### src/hss_pkg.sv
// Shared constants for the high-side switch control block.
// Assumes a 10 MHz system clock; register bus is a plain address/strobe port.
package hss_pkg;

    localparam int NUM_SW = 4;
    localparam int CFG_W = 3;
    localparam int DATA_W = 8;
    localparam int ADDR_W = 4;
    localparam int SYNC_STAGES = 2;

    // Register offsets
    localparam logic [3:0] ADDR_CTRL_A = 4'h0;
    localparam logic [3:0] ADDR_CTRL_B = 4'h1;
    localparam logic [3:0] ADDR_SUPPLY_CFG = 4'h2;
    localparam logic [3:0] ADDR_SUPPLY_STAT = 4'h3;
    localparam logic [3:0] ADDR_OC_STAT = 4'h4;
    localparam logic [3:0] ADDR_OL_STAT = 4'h5;

    // Supply configuration field positions
    localparam int SCFG_OV_OFF_BIT = 0;
    localparam int SCFG_UV_OFF_BIT = 1;
    localparam int SCFG_RECOVER_BIT = 2;
    localparam int SCFG_W = 3;

    // Supply status field positions
    localparam int SSTAT_OVER_BIT = 0;
    localparam int SSTAT_UNDER_BIT = 1;

    // Switch configuration codes
    localparam logic [2:0] CFG_OFF = 3'h0;
    localparam logic [2:0] CFG_ON = 3'h1;
    localparam logic [2:0] CFG_TIMER1 = 3'h2;
    localparam logic [2:0] CFG_TIMER2 = 3'h3;
    localparam logic [2:0] CFG_PWM1 = 3'h4;
    localparam logic [2:0] CFG_PWM2 = 3'h5;

    // Values after reset
    localparam logic [2:0] SCFG_RST = 3'h0;
    localparam logic [7:0] RDATA_RST = 8'h00;

    // Filter timing
    localparam int CLK_PERIOD_NS = 100;
    localparam int OC_FILTER_NS = 16000;
    localparam int OL_FILTER_NS = 64000;
    localparam int OC_FILTER_CYC = (OC_FILTER_NS + CLK_PERIOD_NS - 1) / CLK_PERIOD_NS;
    localparam int OL_FILTER_CYC = (OL_FILTER_NS + CLK_PERIOD_NS - 1) / CLK_PERIOD_NS;

    typedef enum logic [2:0] {
        HSS_NORMAL,
        HSS_STOP,
        HSS_SLEEP,
        HSS_RESTART,
        HSS_FAIL_SAFE
    } hss_mode_t;

endpackage

### src/hss_flt_if.sv
// Condition/trigger pair between the control logic and a filter bank.
// Both sides run on the same system clock.
`timescale 1ns/1ps
interface hss_flt_if #(parameter int N = 4) ();
    logic [N-1:0] cond;
    logic [N-1:0] hit;
    modport src (output cond, input hit);
    modport flt (input cond, output hit);
endinterface

### src/hss_sync.sv
// Two-flop synchroniser for asynchronous detector levels.
// Inputs come from analog comparators outside the clock domain.
`timescale 1ns/1ps
module hss_sync
#(
    parameter int W = 10
)
(
    // Clock and control
    input logic clk_i,
    input logic srst_i,
    input logic ce_i,
    // Levels
    input logic [W-1:0] async_i,
    output logic [W-1:0] sync_o
);

    logic [W-1:0] meta_reg;

    always_ff @(posedge clk_i)
    begin
        if (srst_i)
        begin
            meta_reg <= '0;
            sync_o <= '0;
        end
        else if (ce_i)
        begin
            meta_reg <= async_i;
            sync_o <= meta_reg;
        end
    end

endmodule

### src/hss_filter.sv
// Bank of persistence filters: hit rises once cond has held CYCLES cycles.
// Condition is on the same clock; hit is combinational from the count.
`timescale 1ns/1ps
module hss_filter
    import hss_pkg::*;
#(
    parameter int N = NUM_SW,
    parameter int CYCLES = OC_FILTER_CYC
)
(
    // Clock and control
    input logic clk_i,
    input logic srst_i,
    input logic ce_i,
    // Conditions in, triggers out
    hss_flt_if.flt flt
);

    localparam int CW = $clog2(CYCLES + 1);
    localparam logic [CW-1:0] LAST = CW'(CYCLES - 1);

    genvar i;
    generate
        for (i = 0; i < N; i++)
        begin : g_ch
            logic [CW-1:0] cnt_reg;

            // Any drop-out restarts the window
            always_ff @(posedge clk_i)
            begin
                if (srst_i)
                    cnt_reg <= '0;
                else if (ce_i)
                begin
                    if (!flt.cond[i])
                        cnt_reg <= '0;
                    else if (cnt_reg != LAST)
                        cnt_reg <= cnt_reg + 1'b1;
                end
            end

            assign flt.hit[i] = flt.cond[i] && (cnt_reg == LAST);

        end
    endgenerate
endmodule

### src/hss_switch_ctrl.sv
// Control and protection of four high-side switch outputs.
// Assumes detector levels are asynchronous; timer, PWM and mode inputs
// come from logic on clk_i.
`timescale 1ns/1ps

////////////////////////////////////////////////////////////////////////////////

module hss_switch_ctrl
    import hss_pkg::*;
(
    // Clock, reset, enable
    input logic clk_i,
    input logic srst_i,
    input logic ce_i,
    // Register port
    input logic [ADDR_W-1:0] addr_i,
    input logic [DATA_W-1:0] wdata_i,
    input logic wr_i,
    input logic rd_i,
    output logic [DATA_W-1:0] rdata_o,
    // Operating mode and generators
    input hss_mode_t mode_i,
    input logic [1:0] timer_i,
    input logic [1:0] pwm_i,
    // Analog detectors
    input logic supply_over_i,
    input logic supply_under_i,
    input logic [NUM_SW-1:0] oc_i,
    input logic [NUM_SW-1:0] ol_i,
    // Switch drives
    output logic [NUM_SW-1:0] switch_output_o
);

    ////////////////////////////////////////////////////////////////////////////

    logic [NUM_SW-1:0][CFG_W-1:0] cfg_reg;
    logic [SCFG_W-1:0] scfg_reg;
    logic over_flag_reg;
    logic under_flag_reg;
    logic [NUM_SW-1:0] oc_stat_reg;
    logic [NUM_SW-1:0] ol_stat_reg;
    logic [DATA_W-1:0] rdata_next;

    logic [2*NUM_SW+1:0] det_sync;
    logic over_s;
    logic under_s;
    logic [NUM_SW-1:0] oc_s;
    logic [NUM_SW-1:0] ol_s;

    logic ov_cut;
    logic uv_cut;
    logic cut;
    logic recover;
    logic run_mode;
    logic fail_mode;
    logic cfg_we;
    logic [NUM_SW-1:0] req;
    logic [NUM_SW-1:0] hw_clr;
    logic [NUM_SW-1:0] out_next;

    hss_flt_if #(.N(NUM_SW)) oc_if ();
    hss_flt_if #(.N(NUM_SW)) ol_if ();

    // Output request for one configuration code
    function automatic logic cfg_drive(input logic [2:0] code, input logic [1:0] tmr,
                                       input logic [1:0] pwm);
        logic on;
        on = 1'b0;
        case (code)
            CFG_ON: on = 1'b1;
            CFG_TIMER1: on = tmr[0];
            CFG_TIMER2: on = tmr[1];
            CFG_PWM1: on = pwm[0];
            CFG_PWM2: on = pwm[1];
            default: on = 1'b0;
        endcase
        return on;
    endfunction

    // Write-one-to-clear strobe for one status bit
    function automatic logic w1c(input logic we, input logic [ADDR_W-1:0] a,
                                 input logic [ADDR_W-1:0] target, input logic bitv);
        return we && (a == target) && bitv;
    endfunction

    ////////////////////////////////////////////////////////////////////////////
    // Detector inputs

    hss_sync #(.W(2 * NUM_SW + 2)) u_sync (
        .clk_i(clk_i),
        .srst_i(srst_i),
        .ce_i(ce_i),
        .async_i({ol_i, oc_i, supply_under_i, supply_over_i}),
        .sync_o(det_sync)
    );

    assign over_s = det_sync[0];
    assign under_s = det_sync[1];
    assign oc_s = det_sync[NUM_SW+1:2];
    assign ol_s = det_sync[2*NUM_SW+1:NUM_SW+2];

    // Both filters look at the driven state, so a switched-off output never trips them
    assign oc_if.cond = oc_s & switch_output_o;
    assign ol_if.cond = ol_s & switch_output_o;

    hss_filter #(.N(NUM_SW), .CYCLES(OC_FILTER_CYC)) u_oc_flt (
        .clk_i(clk_i),
        .srst_i(srst_i),
        .ce_i(ce_i),
        .flt(oc_if.flt)
    );

    hss_filter #(.N(NUM_SW), .CYCLES(OL_FILTER_CYC)) u_ol_flt (
        .clk_i(clk_i),
        .srst_i(srst_i),
        .ce_i(ce_i),
        .flt(ol_if.flt)
    );

    ////////////////////////////////////////////////////////////////////////////
    // Protection decisions

    assign ov_cut = over_s && !scfg_reg[SCFG_OV_OFF_BIT];
    assign uv_cut = under_s && !scfg_reg[SCFG_UV_OFF_BIT];
    assign cut = ov_cut || uv_cut;
    assign recover = scfg_reg[SCFG_RECOVER_BIT];
    assign fail_mode = (mode_i == HSS_RESTART) || (mode_i == HSS_FAIL_SAFE);
    assign run_mode = (mode_i == HSS_NORMAL) || (mode_i == HSS_STOP) || (mode_i == HSS_SLEEP);
    // Stop and sleep refuse configuration writes; only normal mode may write it; hardware clears still apply in every mode
    assign cfg_we = wr_i && (mode_i == HSS_NORMAL);

    genvar g;
    generate
        for (g = 0; g < NUM_SW; g++)
        begin : g_sw
            assign req[g] = cfg_drive(cfg_reg[g], timer_i, pwm_i);
            // Hardware clears beat a software write in the same cycle
            assign hw_clr[g] = oc_if.hit[g]
                || fail_mode
                || (cut && !recover && (cfg_reg[g] != CFG_OFF));
        end
    endgenerate

    // Cut outputs come back by themselves only when auto-recovery keeps the config
    assign out_next = req & ~oc_if.hit & {NUM_SW{!cut && run_mode}};

    ////////////////////////////////////////////////////////////////////////////
    // Switch configuration

    always_ff @(posedge clk_i)
    begin
        if (srst_i)
            cfg_reg <= '0;
        else if (ce_i)
        begin
            for (int i = 0; i < NUM_SW; i++)
            begin
                if (hw_clr[i])
                    cfg_reg[i] <= CFG_OFF;
                else if (cfg_we && addr_i == ((i < 2) ? ADDR_CTRL_A : ADDR_CTRL_B))
                    cfg_reg[i] <= wdata_i[(i % 2) * CFG_W +: CFG_W];
            end
        end
    end

    always_ff @(posedge clk_i)
    begin
        if (srst_i)
            scfg_reg <= SCFG_RST;
        else if (ce_i && cfg_we && addr_i == ADDR_SUPPLY_CFG)
            scfg_reg <= wdata_i[SCFG_W-1:0];
    end

    always_ff @(posedge clk_i)
    begin
        if (srst_i)
            switch_output_o <= '0;
        else if (ce_i)
            switch_output_o <= out_next;
    end

    ////////////////////////////////////////////////////////////////////////////
    // Status flags: a set in the clearing cycle wins

    always_ff @(posedge clk_i)
    begin
        if (srst_i)
        begin
            over_flag_reg <= 1'b0;
            under_flag_reg <= 1'b0;
        end
        else if (ce_i)
        begin
            over_flag_reg <= over_s
                || (over_flag_reg && !w1c(wr_i, addr_i, ADDR_SUPPLY_STAT, wdata_i[SSTAT_OVER_BIT]));
            under_flag_reg <= under_s
                || (under_flag_reg && !w1c(wr_i, addr_i, ADDR_SUPPLY_STAT, wdata_i[SSTAT_UNDER_BIT]));
        end
    end

    always_ff @(posedge clk_i)
    begin
        if (srst_i)
            oc_stat_reg <= '0;
        else if (ce_i)
        begin
            for (int i = 0; i < NUM_SW; i++)
                oc_stat_reg[i] <= oc_if.hit[i]
                    || (oc_stat_reg[i] && !w1c(wr_i, addr_i, ADDR_OC_STAT, wdata_i[i]));
        end
    end

    always_ff @(posedge clk_i)
    begin
        if (srst_i)
            ol_stat_reg <= '0;
        else if (ce_i)
        begin
            for (int i = 0; i < NUM_SW; i++)
                ol_stat_reg[i] <= ol_if.hit[i]
                    || (ol_stat_reg[i] && !w1c(wr_i, addr_i, ADDR_OL_STAT, wdata_i[i]));
        end
    end

    ////////////////////////////////////////////////////////////////////////////
    // Read path

    always_comb
    begin
        rdata_next = '0;
        unique case (addr_i)
            ADDR_CTRL_A: rdata_next = {2'h0, cfg_reg[1], cfg_reg[0]};
            ADDR_CTRL_B: rdata_next = {2'h0, cfg_reg[3], cfg_reg[2]};
            ADDR_SUPPLY_CFG: rdata_next = {5'h00, scfg_reg};
            ADDR_SUPPLY_STAT: rdata_next = {6'h00, under_flag_reg, over_flag_reg};
            ADDR_OC_STAT: rdata_next = {4'h0, oc_stat_reg};
            ADDR_OL_STAT: rdata_next = {4'h0, ol_stat_reg};
            default: rdata_next = '0;
        endcase
    end

    // Data stand for one cycle after the strobe, zero otherwise
    always_ff @(posedge clk_i)
    begin
        if (srst_i)
            rdata_o <= RDATA_RST;
        else if (ce_i)
            rdata_o <= rd_i ? rdata_next : RDATA_RST;
    end

    generate
        for (g = 0; g < NUM_SW; g++)
        begin : g_chk

        end
    endgenerate
endmodule

### config.mk
export PLATFORM = sky130hd
export DESIGN_NAME = hss_switch_ctrl
export DESIGN_NICKNAME = d
export VERILOG_FILES = /design/src/hss_pkg.sv /design/src/hss_flt_if.sv /design/src/hss_sync.sv /design/src/hss_filter.sv /design/src/hss_switch_ctrl.sv
export SDC_FILE = /design/constraint.sdc
export NUM_CORES = 1
export LEC_CHECK = 0
export BUFFER_PORTS_ARGS = -buffer_cell sky130_fd_sc_hd__buf_2
export CAP_MARGIN = 10
export CORE_MARGIN = 1
export CORE_UTILIZATION = 60
export CTS_CLUSTER_DIAMETER = 40
export DETAILED_ROUTE_END_ITERATION = 10
export PLACE_DENSITY = 0.8
export SLEW_MARGIN = 20
export SYNTH_ARGS = -nofsm -noshare
export SYNTH_HDL_FRONTEND = slang
export SYNTH_SLANG_ARGS = --single-unit
### constraint.sdc
create_clock -name clk_i -period 2.3 [get_ports clk_i]
set_clock_uncertainty 0.15 [all_clocks]
set_input_delay 0.345 -clock clk_i [delete_from_list [all_inputs] [get_ports clk_i]]
set_output_delay 0.345 -clock clk_i [all_outputs]
set_load 0.05 [all_outputs]
==> Flow_metrics.wiki, run 1 <==
{| class="wikitable"
! Metric !! Value
|-
| Outcome || finished, final reports clean
|-
| YS warnings || 0
|-
| Cell Chain, Critical Path || ha_1, or3b_2, nor2_1, or4_4, or3_1, a21oi_1
|-
| Global placement routability congestion || 0.9134
|-
| Internal power consumption || 0.003819 W
|-
| Clock sink total || 127
|-
| Max Fclk || 0.4747 GHz
|-
| Endpoint, Worst Hold || rdata_o[5]$_SDFFE_PP0P_
|-
| Total clock buffers created by CTS || 17
|-
| Sequential element share of the synthesized area || 42.11%
|-
| Critical setup path kind || flop to flop
|-
| Number of global-route vias before repair || 5117
|-
| Switching power total || 0.001194 W
|-
| Vias per std cell || 5.944
|-
| First-pass DRT Iterations || 4
|-
| Number of placement rows || 36
|-
| DR vias || 5433
|-
| Pin count of the biggest net entering global routing || 39
|-
| Seq cells post-synth || 127
|-
| Fin crit share || 91.60%
|-
| Remaining antenna violation count after routing || 0
|-
| Transition time at the pin with the least slew margin || 0.6098 ns
|-
| Count of maximum capacitance violations || 0
|-
| Minimum clock period after layout || 2.107 ns
|-
| Clock latency on the worst-skew pair || 0.53 ns
|-
| Critical path capture point type || flop
|-
| Wire length of the first global-routing pass || 23.40 mm
|-
| Required time of the critical path || 2.61 ns
|-
| Synthesized cell area || 6038 sq um
|-
| Final hold violation count || 0
|-
| TritonCTS clock tree || done
|-
| WP data arrival || 2.41 ns
|-
| Placed wire-length estimate || 9.966 mm
|-
| Y dimension of the die || 102.3 um
|-
| # DRC || 0
|-
| Mean post-synth cell area || 8.529 sq um
|-
| # H-tree levels || 4
|-
| Diodes inserted || 0
|-
| Slowest cell on the critical path || sky130_fd_sc_hd__or4_4
|-
| Starting density of the core || 61.78%
|-
| DIE AREA || 10470 sq um
|-
| Minimum setup slack among reg-to-reg paths || 0.19 ns
|-
| Accumulated negative setup slack || 0 ns
|-
| I/O pin count || 46
|-
| Flip-flop count of the largest register after layout || 40
|-
| Maximum buffer depth of the clock tree || 2
|-
| Worst R2R Path Depth || 6
|-
| Slew Limit Fails || 0
|-
| Crit path largest cell delay || 0.46 ns
|-
| Final core utilization || 72.98%
|-
| Most frequent cells in the layout || 127 x sky130_fd_sc_hd__dfxtp_1, 109 x sky130_fd_sc_hd__nor2_1, 60 x sky130_fd_sc_hd__nand2_1
|-
| Worst rel slew slack || 59.16%
|-
| RSZ-0062 raised after global routing || false
|-
| Min-Delay Path Depth || 2
|-
| Worst flop-to-flop path startpoint || u_ol_flt.g_ch[1].cnt_reg[0]$_SDFFE_PP0P_
|-
| Post-Syn Instances || 708
|-
| Overall routing resource usage || 28.88%
|-
| Count of flip-flops with a built-in enable after synthesis || 0
|-
| Clk root buf || sky130_fd_sc_hd__clkbuf_8
|-
| Min-Delay Startpoint || srst_i
|-
| Top fanout value on the critical path || 4
|-
| Number of nets in the layout || 810
|-
| Number of design-rule violations left by the first detailed-router iteration || 259
|-
| Fraction of registers with async set or reset after synthesis || 0%
|-
| Per-cell routed wire length || 15.83 um
|-
| Clock-pin slew on the worst setup and hold paths || 0.06 ns
|-
| Worst r2r dst || u_ol_flt.g_ch[1].cnt_reg[9]$_SDFFE_PP0P_
|-
| Cell Pwr Density || 702.7 nW/um^2
|-
| PortBufs || 41
|-
| Most frequently used flop master after synthesis || sky130_fd_sc_hd__dfxtp_1
|-
| Final wirelength || 14.47 mm
|-
| Part of the total power dissipated in the clock network || 49.6%
|-
| Max rail drop VDD || 0.4214 mV
|-
| Placeable core region || 9774 sq um
|-
| Cell variety after synth || 58
|-
| Global route total overflow || 0
|-
| Leakage dissipation || 2.636 nW
|-
| Hold crit path type || primary input to flop
|-
| Sequential share of power || 44.8%
|-
| Switching fraction of total power || 23.82%
|-
| Layout overhead on the synthesized area || 18.13%
|-
| Die boundary width || 102.3 um
|-
| Initial antenna violation count || 0
|-
| Crit start category || flop
|-
| Setup violation total in the final timing report || 0
|-
| Share of post-route cells with drive strength above 1 || 13.32%
|-
| Most common cell after layout, fill and taps aside || sky130_fd_sc_hd__dfxtp_1
|-
| Gate power share || 5.6%
|}
[synthesized netlist by cell type, types with 7 or more instances]
library cell / number / area share, %
sky130_fd_sc_hd__nor4_1: 10 / 1.0
sky130_fd_sc_hd__nor2_1: 109 / 6.8
sky130_fd_sc_hd__xnor2_1: 16 / 2.3
sky130_fd_sc_hd__o21ai_0: 28 / 2.3
sky130_fd_sc_hd__nor3_1: 14 / 1.2
sky130_fd_sc_hd__xor2_1: 33 / 4.8
sky130_fd_sc_hd__nand2_1: 60 / 3.7
sky130_fd_sc_hd__a21oi_1: 50 / 4.1
sky130_fd_sc_hd__a21o_1: 7 / 0.87
sky130_fd_sc_hd__mux2i_1: 30 / 5.0
sky130_fd_sc_hd__dfxtp_1: 127 / 42
sky130_fd_sc_hd__nand3_1: 29 / 2.4
sky130_fd_sc_hd__ha_1: 8 / 1.7
sky130_fd_sc_hd__and3_1: 14 / 1.5
sky130_fd_sc_hd__or3_1: 13 / 1.3
sky130_fd_sc_hd__nor2b_1: 11 / 1.1
sky130_fd_sc_hd__nand4_1: 32 / 3.3
sky130_fd_sc_hd__inv_1: 20 / 1.2
sky130_fd_sc_hd__clkbuf_1: 17 / 1.1
[how the worst max path moves through the flow]
| stage | startpoint | to | slack (ns) | cells after the start |
|---|---|---|---|---|
| after global placement | u_oc_flt.g_ch[1].cnt_reg[0]$_SDFFE_PP0P_ | cfg_reg[5]$_SDFFE_PP0P_ | 0.24 | 6 |
| after detailed placement | u_oc_flt.g_ch[1].cnt_reg[0]$_SDFFE_PP0P_ | cfg_reg[3]$_SDFFE_PP0P_ | 0.13 | 6 |
| after global routing | u_oc_flt.g_ch[1].cnt_reg[0]$_SDFFE_PP0P_ | u_oc_flt.g_ch[1].cnt_reg[5]$_SDFFE_PP0P_ | 0.05 | 6 |
| after floorplan | switch_output_o[3]$_SDFFE_PP0P_ | u_ol_flt.g_ch[3].cnt_reg[2]$_SDFFE_PP0P_ | 0.26 | 5 |
| after CTS | u_oc_flt.g_ch[1].cnt_reg[0]$_SDFFE_PP0P_ | cfg_reg[3]$_SDFFE_PP0P_ | 0.11 | 6 |
| final | u_ol_flt.g_ch[1].cnt_reg[0]$_SDFFE_PP0P_ | u_ol_flt.g_ch[1].cnt_reg[9]$_SDFFE_PP0P_ | 0.19 | 6 |
[layout make-up]
type                    instances  area, sq um
clock inverters                13        115.1
fillers                       754         2641
clock buffers                  19        441.7
inverters                      20        75.07
repair buffers                 70        475.5
flip-flops and latches        127         2542
multi-input cells             532         3317
well taps                     133        166.4
[logic make-up after synthesis]
family	count (synthesis)	synth area share, %
buffers and inverters	50	3.357
and+or+nand+nor	316	26.05
other	1	0.06210
adders and majority gates	8	1.658
xor gates and xnor gates	49	7.107
muxes	35	6.465
AOI/OAI and AO/OA	122	13.20
DFF	127	42.11
[through the flow]
| step | setup slack, ns | power [W] | area [sq um] | hold WS [ns] | std cells |
|---|---|---|---|---|---|
| after floorplan | 0.2566 | 0.002460 | 6042 | 0.2874 | 709 |
| after CTS | 0.1140 | 0.005022 | 7106 | 0.05379 | 913 |
| after detailed placement | 0.1310 | 0.002549 | 6389 | 0.3105 | 865 |
| final | 0.1932 | 0.005013 | 7133 | 0.07185 | 914 |
| after global placement | 0.2430 | 0.002539 | 6389 | 0.3013 | 865 |
| after global routing | 0.04748 | 0.005150 | 7133 | 0.08180 | 914 |
[per-layer routing]
layer	routed length, um	part of all wire [%]	global-route usage (%)	vias to the layer above
met5	0	0	0	-
met4	240	1.7	11.98	0
met3	889	6.1	7.182	27
met2	7179	50	49.97	176
met1	6163	43	34.12	2584
li1	-	-	-	2646
[timing repair]
item / CTS / global route
resized for setup: 0 / 3
endpoints found under the hold margin: 18 / 0
buffers inserted: 0 / 1
hold buffers: 16 / 0
endpoints found under the setup margin: 0 / 13
[power groups by stage]
stage               logic, W  registers [W]  clock network, W
CTS                 0.000277        0.00225           0.00250
detailed placement  0.000254        0.00229                 0
floorplan           0.000171        0.00229                 0
global route        0.000306        0.00225           0.00259
global placement    0.000246        0.00229                 0
finish              0.000281        0.00225           0.00248
[critical path: cells and delay by family (launching register included)]
family / cells / cell delay, ns
AO/OA/AOI/OAI: 1 / 0.15
flip-flops: 1 / 0.34
AND/OR/NAND/NOR: 4 / 1.15
adder cells (fa/ha/maj): 1 / 0.25
Power figures use the tool's default switching activity.
==> inputs of run 2 (changes only) <==
--- a/config.mk
+++ b/config.mk
@@ -11,7 +11,7 @@
 export CORE_UTILIZATION = 60
 export CTS_CLUSTER_DIAMETER = 40
 export DETAILED_ROUTE_END_ITERATION = 10
-export PLACE_DENSITY = 0.8
+export PLACE_DENSITY = 0.85
 export SLEW_MARGIN = 20
 export SYNTH_ARGS = -nofsm -noshare
 export SYNTH_HDL_FRONTEND = slang
==> Flow_metrics.wiki, run 2 (synthesized netlist as in run 1, its figures left out) <==
{| class="wikitable"
! Metric !! Value
|-
| Outcome || finished, final reports clean
|-
| Worst rel slew slack || 58.84%
|-
| Clock-pin slew on the worst setup and hold paths || 0.06 ns
|-
| Number of global-route vias before repair || 5270
|-
| Number of nets in the layout || 812
|-
| Origin of the worst setup path || u_ol_flt.g_ch[1].cnt_reg[0]$_SDFFE_PP0P_
|-
| Cell Pwr Density || 736.9 nW/um^2
|-
| Count of maximum capacitance violations || 0
|-
| Starting density of the core || 61.78%
|-
| Placed cell count || 868
|-
| Worst flop-to-flop path startpoint || u_ol_flt.g_ch[1].cnt_reg[0]$_SDFFE_PP0P_
|-
| Placeable core region || 9774 sq um
|-
| PortBufs || 41
|-
| First-pass DRT Iterations || 5
|-
| Footprint of the multi-input gates || 3309 sq um
|-
| Per-cell routed wire length || 16.32 um
|-
| Critical setup path kind || flop to flop
|-
| Share of post-route cells with drive strength above 1 || 13.41%
|-
| Maximum buffer depth of the clock tree || 2
|-
| Flip-flop and latch area || 2542 sq um
|-
| Layout overhead on the synthesized area || 18.92%
|-
| Die boundary width || 102.3 um
|-
| Vias per std cell || 5.986
|-
| Minimum setup slack among reg-to-reg paths || 0.13 ns
|-
| Number of fill cells || 728
|-
| Accumulated negative setup slack || 0 ns
|-
| Worst R2R Path Depth || 6
|-
| Y dimension of the die || 102.3 um
|-
| Total clock buffers created by CTS || 17
|-
| Required time of the critical path || 2.57 ns
|-
| Final wirelength || 14.95 mm
|-
| Global route total overflow || 0
|-
| Worst setup path endpoint || u_ol_flt.g_ch[1].cnt_reg[4]$_SDFFE_PP0P_
|-
| Setup slack after placement || 0.1692 ns
|-
| Transition time at the pin with the least slew margin || 0.6146 ns
|-
| Global placement routability congestion || 0.9069
|-
| Max rail drop VDD || 0.6848 mV
|-
| Number of post-CTS setup repair buffers || 0
|-
| Wire length of the first global-routing pass || 24.06 mm
|-
| Final Worst Setup Slack || 0.1342 ns
|-
| Placed wire-length estimate || 10.22 mm
|-
| Overall routing resource usage || 30.16%
|-
| Final non-filler cell total || 916
|-
| Top fanout value on the critical path || 7
|-
| Remaining antenna violation count after routing || 0
|-
| Final hold violation count || 0
|-
| Setup violation total in the final timing report || 0
|-
| # DRC || 0
|-
| Clk root buf || sky130_fd_sc_hd__clkbuf_8
|-
| TritonCTS clock tree || done
|-
| Minimum clock period after layout || 2.166 ns
|-
| Initial antenna violation count || 0
|-
| Leakage dissipation || 2.684 nW
|-
| Flip-flop count of the largest register after layout || 40
|-
| RSZ-0062 raised after global routing || false
|-
| Clock sink total || 127
|-
| Tot Pwr || 0.005292 W
|-
| Number of design-rule violations left by the first detailed-router iteration || 275
|-
| Slew Limit Fails || 0
|-
| Crit start category || flop
|-
| Max Fclk || 0.4617 GHz
|-
| WP data arrival || 2.43 ns
|-
| I/O pin count || 46
|-
| Number of placement rows || 36
|-
| Hold crit path type || primary input to flop
|-
| DR vias || 5483
|-
| DIE AREA || 10470 sq um
|-
| Clock latency on the worst-skew pair || 0.54 ns
|-
| Critical path capture point type || flop
|-
| Fin crit share || 94.17%
|-
| Most common cell after layout, fill and taps aside || sky130_fd_sc_hd__dfxtp_1
|-
| Most frequent cells in the layout || 127 x sky130_fd_sc_hd__dfxtp_1, 109 x sky130_fd_sc_hd__nor2_1, 60 x sky130_fd_sc_hd__nand2_1
|-
| Pin count of the biggest net entering global routing || 27
|-
| Worst r2r dst || u_ol_flt.g_ch[1].cnt_reg[4]$_SDFFE_PP0P_
|-
| Diodes inserted || 0
|-
| # H-tree levels || 4
|}
run 2: timing repair:
item / CTS / global route
endpoints found under the hold margin: 19 / 0
endpoints found under the setup margin: 0 / 3
hold buffers: 16 / 0
resized for setup: 0 / 2
run 2: stage by stage:
step,cell area (sq um),util [%],hold WS [ns]
floorplan,6042,-,0.2874
global placement,6399,65.46,0.3016
detailed placement,6399,65.46,0.3092
CTS,7168,73.34,0.002729
global route,7181,73.46,0.04219
finish,7181,73.46,0.02272
run 2: layout make-up:
type                    count  area share [%]
clock buffers              17           5.768
clock inverters            15           2.718
inverters                  20           1.045
multi-input cells         532           46.09
flip-flops and latches    127           35.41
well taps                 133           2.317
repair buffers             72           6.656
run 2: worst min-delay path by stage:
| stage | startpoint | end | cells after the start |
|---|---|---|---|
| floorplan | u_ol_flt.g_ch[2].cnt_reg[6]$_SDFFE_PP0P_ | u_ol_flt.g_ch[2].cnt_reg[6]$_SDFFE_PP0P_ | 1 |
| global placement | u_ol_flt.g_ch[2].cnt_reg[6]$_SDFFE_PP0P_ | u_ol_flt.g_ch[2].cnt_reg[6]$_SDFFE_PP0P_ | 1 |
| detailed placement | rdata_o[2]$_SDFFE_PP0P_ | rdata_o[2]$_SDFFE_PP0P_ | 2 |
| CTS | addr_i[3] | rdata_o[3]$_SDFFE_PP0P_ | 4 |
| global route | addr_i[3] | rdata_o[3]$_SDFFE_PP0P_ | 4 |
| finish | addr_i[3] | rdata_o[3]$_SDFFE_PP0P_ | 4 |
run 2: layer usage:
layer  up-vias  track usage [%]  wire, um
met5         -                0         0
met3        42            8.140       828
met1      2587            35.66      6429
li1       2643                -         -
met4         0            16.37       385
met2       211            49.87      7310
run 2: worst max-delay path: stages, from the launching register on:
cell and delay (ns):
sky130_fd_sc_hd__dfxtp_1 0.40, sky130_fd_sc_hd__ha_1 0.24, sky130_fd_sc_hd__or3b_2 0.51, sky130_fd_sc_hd__o31ai_4 0.39, sky130_fd_sc_hd__nor3_1 0.13, sky130_fd_sc_hd__xnor2_1 0.18, sky130_fd_sc_hd__nor2_1 0.06
run 2: power by group:
| group | total (W) | internal (W) | switching [W] |
|---|---|---|---|
| Clock | 0.00276 | 0.00175 | 0.00101 |
| Combinational | 0.000282 | 0.000110 | 0.000172 |
| Sequential | 0.00225 | 0.00223 | 0.0000216 |
| Total | 0.00529 | 0.00409 | 0.00120 |
==> inputs of run 3 (changes only) <==
--- a/config.mk
+++ b/config.mk
@@ -11,6 +11,7 @@
 export CORE_UTILIZATION = 60
 export CTS_CLUSTER_DIAMETER = 40
 export DETAILED_ROUTE_END_ITERATION = 10
+export HOLD_SLACK_MARGIN = 0.03
 export PLACE_DENSITY = 0.85
 export SLEW_MARGIN = 20
 export SYNTH_ARGS = -nofsm -noshare
==> constraint.sdc (replaced) <==
create_clock -name clk_i -period 2.3 [get_ports clk_i]
set_clock_uncertainty 0.15 [all_clocks]
set_input_delay 0.115 -clock clk_i [delete_from_list [all_inputs] [get_ports clk_i]]
set_output_delay 0.115 -clock clk_i [all_outputs]
set_load 0.05 [all_outputs]
==> Flow_metrics.wiki, run 3 (synthesized netlist as in run 1, its figures left out) <==
{| class="wikitable"
! Metric !! Value
|-
| I/O pin count || 46
|-
| Initial antenna violation count || 0
|-
| Number of post-CTS setup repair buffers || 0
|-
| WP data arrival || 2.47 ns
|-
| Global placement routability congestion || 0.9128
|-
| Minimum clock period after layout || 2.201 ns
|-
| Max Fclk || 0.4543 GHz
|-
| Pin count of the biggest net entering global routing || 31
|-
| Required time of the critical path || 2.57 ns
|-
| Clk root buf || sky130_fd_sc_hd__clkbuf_8
|-
| Crit start category || primary input
|-
| Outcome || finished, final reports clean
|-
| Remaining antenna violation count after routing || 0
|-
| Die boundary width || 102.3 um
|-
| Area after DPL || 6399 sq um
|-
| Final non-filler cell total || 941
|-
| Global route total overflow || 0
|-
| Critical path capture point type || flop
|-
| # DRC || 0
|-
| Switching fraction of total power || 21.75%
|-
| Vias per std cell || 5.972
|-
| Clock sink total || 127
|-
| Internal power consumption || 0.004184 W
|-
| Gate power share || 6.0%
|-
| Accumulated negative setup slack || 0 ns
|-
| Worst rel slew slack || 57.52%
|-
| Flip-flop count of the largest register after layout || 40
|-
| Worst slack on hold paths || 0.06651 ns
|-
| Diodes inserted || 0
|-
| Slew Limit Fails || 0
|-
| Placed wire-length estimate || 10.24 mm
|-
| Number of fill cells || 675
|-
| Part of the total power dissipated in the clock network || 51.9%
|-
| Final wirelength || 15.39 mm
|-
| # H-tree levels || 4
|-
| First-pass DRT Iterations || 6
|-
| Per-cell routed wire length || 16.36 um
|-
| Cell Pwr Density || 717.7 nW/um^2
|-
| Clock latency on the worst-skew pair || 0.53 ns
|-
| Clock-pin slew on the worst setup and hold paths || 0.06 ns
|-
| TritonCTS clock tree || done
|-
| Share of post-route cells with drive strength above 1 || 12.87%
|-
| Count of maximum capacitance violations || 0
|-
| Number of nets in the layout || 837
|-
| Critical setup path kind || primary input to flop
|-
| Number of design-rule violations left by the first detailed-router iteration || 335
|-
| Final hold violation count || 0
|-
| Placed cell count || 868
|-
| Total clock buffers created by CTS || 17
|-
| Starting density of the core || 61.78%
|-
| Overall routing resource usage || 30.70%
|-
| Most frequent cells in the layout || 127 x sky130_fd_sc_hd__dfxtp_1, 109 x sky130_fd_sc_hd__nor2_1, 60 x sky130_fd_sc_hd__nand2_1
|-
| Switching power total || 0.001163 W
|-
| Number of global-route vias before repair || 5395
|-
| Post-layout instance area || 7450 sq um
|-
| Setup violation total in the final timing report || 0
|-
| Most common cell after layout, fill and taps aside || sky130_fd_sc_hd__dfxtp_1
|-
| Max rail drop VDD || 0.5424 mV
|-
| Placeable core region || 9774 sq um
|-
| PortBufs || 41
|-
| Layout overhead on the synthesized area || 23.37%
|-
| Maximum buffer depth of the clock tree || 2
|-
| Sequential share of power || 42.1%
|-
| Wire length of the first global-routing pass || 24.57 mm
|-
| Fin crit share || 95.70%
|-
| Y dimension of the die || 102.3 um
|-
| DIE AREA || 10470 sq um
|-
| Transition time at the pin with the least slew margin || 0.6288 ns
|-
| Leakage dissipation || 2.814 nW
|-
| DR vias || 5620
|-
| Hold crit path type || primary input to flop
|-
| Number of placement rows || 36
|-
| Top fanout value on the critical path || 12
|-
| RSZ-0062 raised after global routing || false
|}
==> run 3: cell count changes in the layout (fill, tap and decap cells not counted) <==
| cell | before | now |
|---|---|---|
| sky130_fd_sc_hd__bufinv_16 | 4 | 3 |
| sky130_fd_sc_hd__clkbuf_8 | 1 | 7 |
| sky130_fd_sc_hd__clkinv_2 | 5 | 3 |
| sky130_fd_sc_hd__clkinv_4 | 4 | 1 |
| sky130_fd_sc_hd__dlygate4sd3_1 | 16 | 41 |
| sky130_fd_sc_hd__nor4_2 | 1 | 0 |
| sky130_fd_sc_hd__nor4_4 | 0 | 1 |
| sky130_fd_sc_hd__nor4bb_1 | 1 | 2 |
| sky130_fd_sc_hd__nor4bb_2 | 2 | 1 |
==> run 3: worst paths after layout <==
check                                                           endpoint  depth (start not counted)  slack [ns]                                startpoint
worst min register to register                   rdata_o[2]$_SDFFE_PP0P_                          2        0.31                   rdata_o[2]$_SDFFE_PP0P_
worst max register to register  u_ol_flt.g_ch[1].cnt_reg[5]$_SDFFE_PP0P_                          6        0.16  u_ol_flt.g_ch[1].cnt_reg[0]$_SDFFE_PP0P_
worst max-delay path                            scfg_reg[1]$_SDFFE_PP0P_                          9         0.1                                 addr_i[2]
worst min-delay path                         oc_stat_reg[3]$_SDFFE_PP0P_                          4        0.07                                      ce_i
==> run 3: power groups by stage <==
stage	clock [W]	sequential (W)	combinational, W
floorplan	0	0.00229	0.000171
global placement	0	0.00229	0.000246
detailed placement	0	0.00229	0.000257
CTS	0.00280	0.00225	0.000314
global route	0.00288	0.00225	0.000348
finish	0.00277	0.00225	0.000323
==> run 3: routing by layer <==
metal,share of wire (%),routed length (um),GRT usage (%)
met5,0,0,0
met4,2.1,320,13.08
met2,50,7638,53.18
met1,43,6546,36.13
met3,5.8,887,7.592
==> run 3: critical path: stages <==
cell and delay [ns]:
sky130_fd_sc_hd__dlygate4sd3_1 0.56, sky130_fd_sc_hd__buf_2 0.23, sky130_fd_sc_hd__nor4_1 0.20, sky130_fd_sc_hd__buf_4 0.18
sky130_fd_sc_hd__nand2_1 0.08, sky130_fd_sc_hd__nor4_4 0.28, sky130_fd_sc_hd__mux2i_1 0.22, sky130_fd_sc_hd__dlygate4sd3_1 0.56
sky130_fd_sc_hd__nor2_1 0.04
==> run 3: layout make-up <==
cell class | count | area (sq um) | share of cell area [%]
multi-input combinational | 532 | 3312 | 44.46
sequential | 127 | 2542 | 34.13
timing repair buffer | 97 | 728.2 | 9.775
clock buffer | 23 | 496.7 | 6.668
tap | 133 | 166.4 | 2.234
clock inverter | 9 | 128.9 | 1.730
inverter | 20 | 75.07 | 1.008
==> run 3: per-stage QoR <==
stage,total power (W),setup WS [ns],utilization (%)
final,0.005347,0.09894,76.22
after floorplan,0.002460,0.2566,-
after global routing,0.005479,0.005526,76.22
after global placement,0.002538,0.2854,65.46
after detailed placement,0.002552,0.1864,65.46
after CTS,0.005357,0.04215,76.06
==> run 3: repair_timing <==
action	in CTS	in global routing
endpoints found under the hold margin	61	0
endpoints found under the setup margin	0	4
hold buffers	41	0
gates resized for setup	0	2
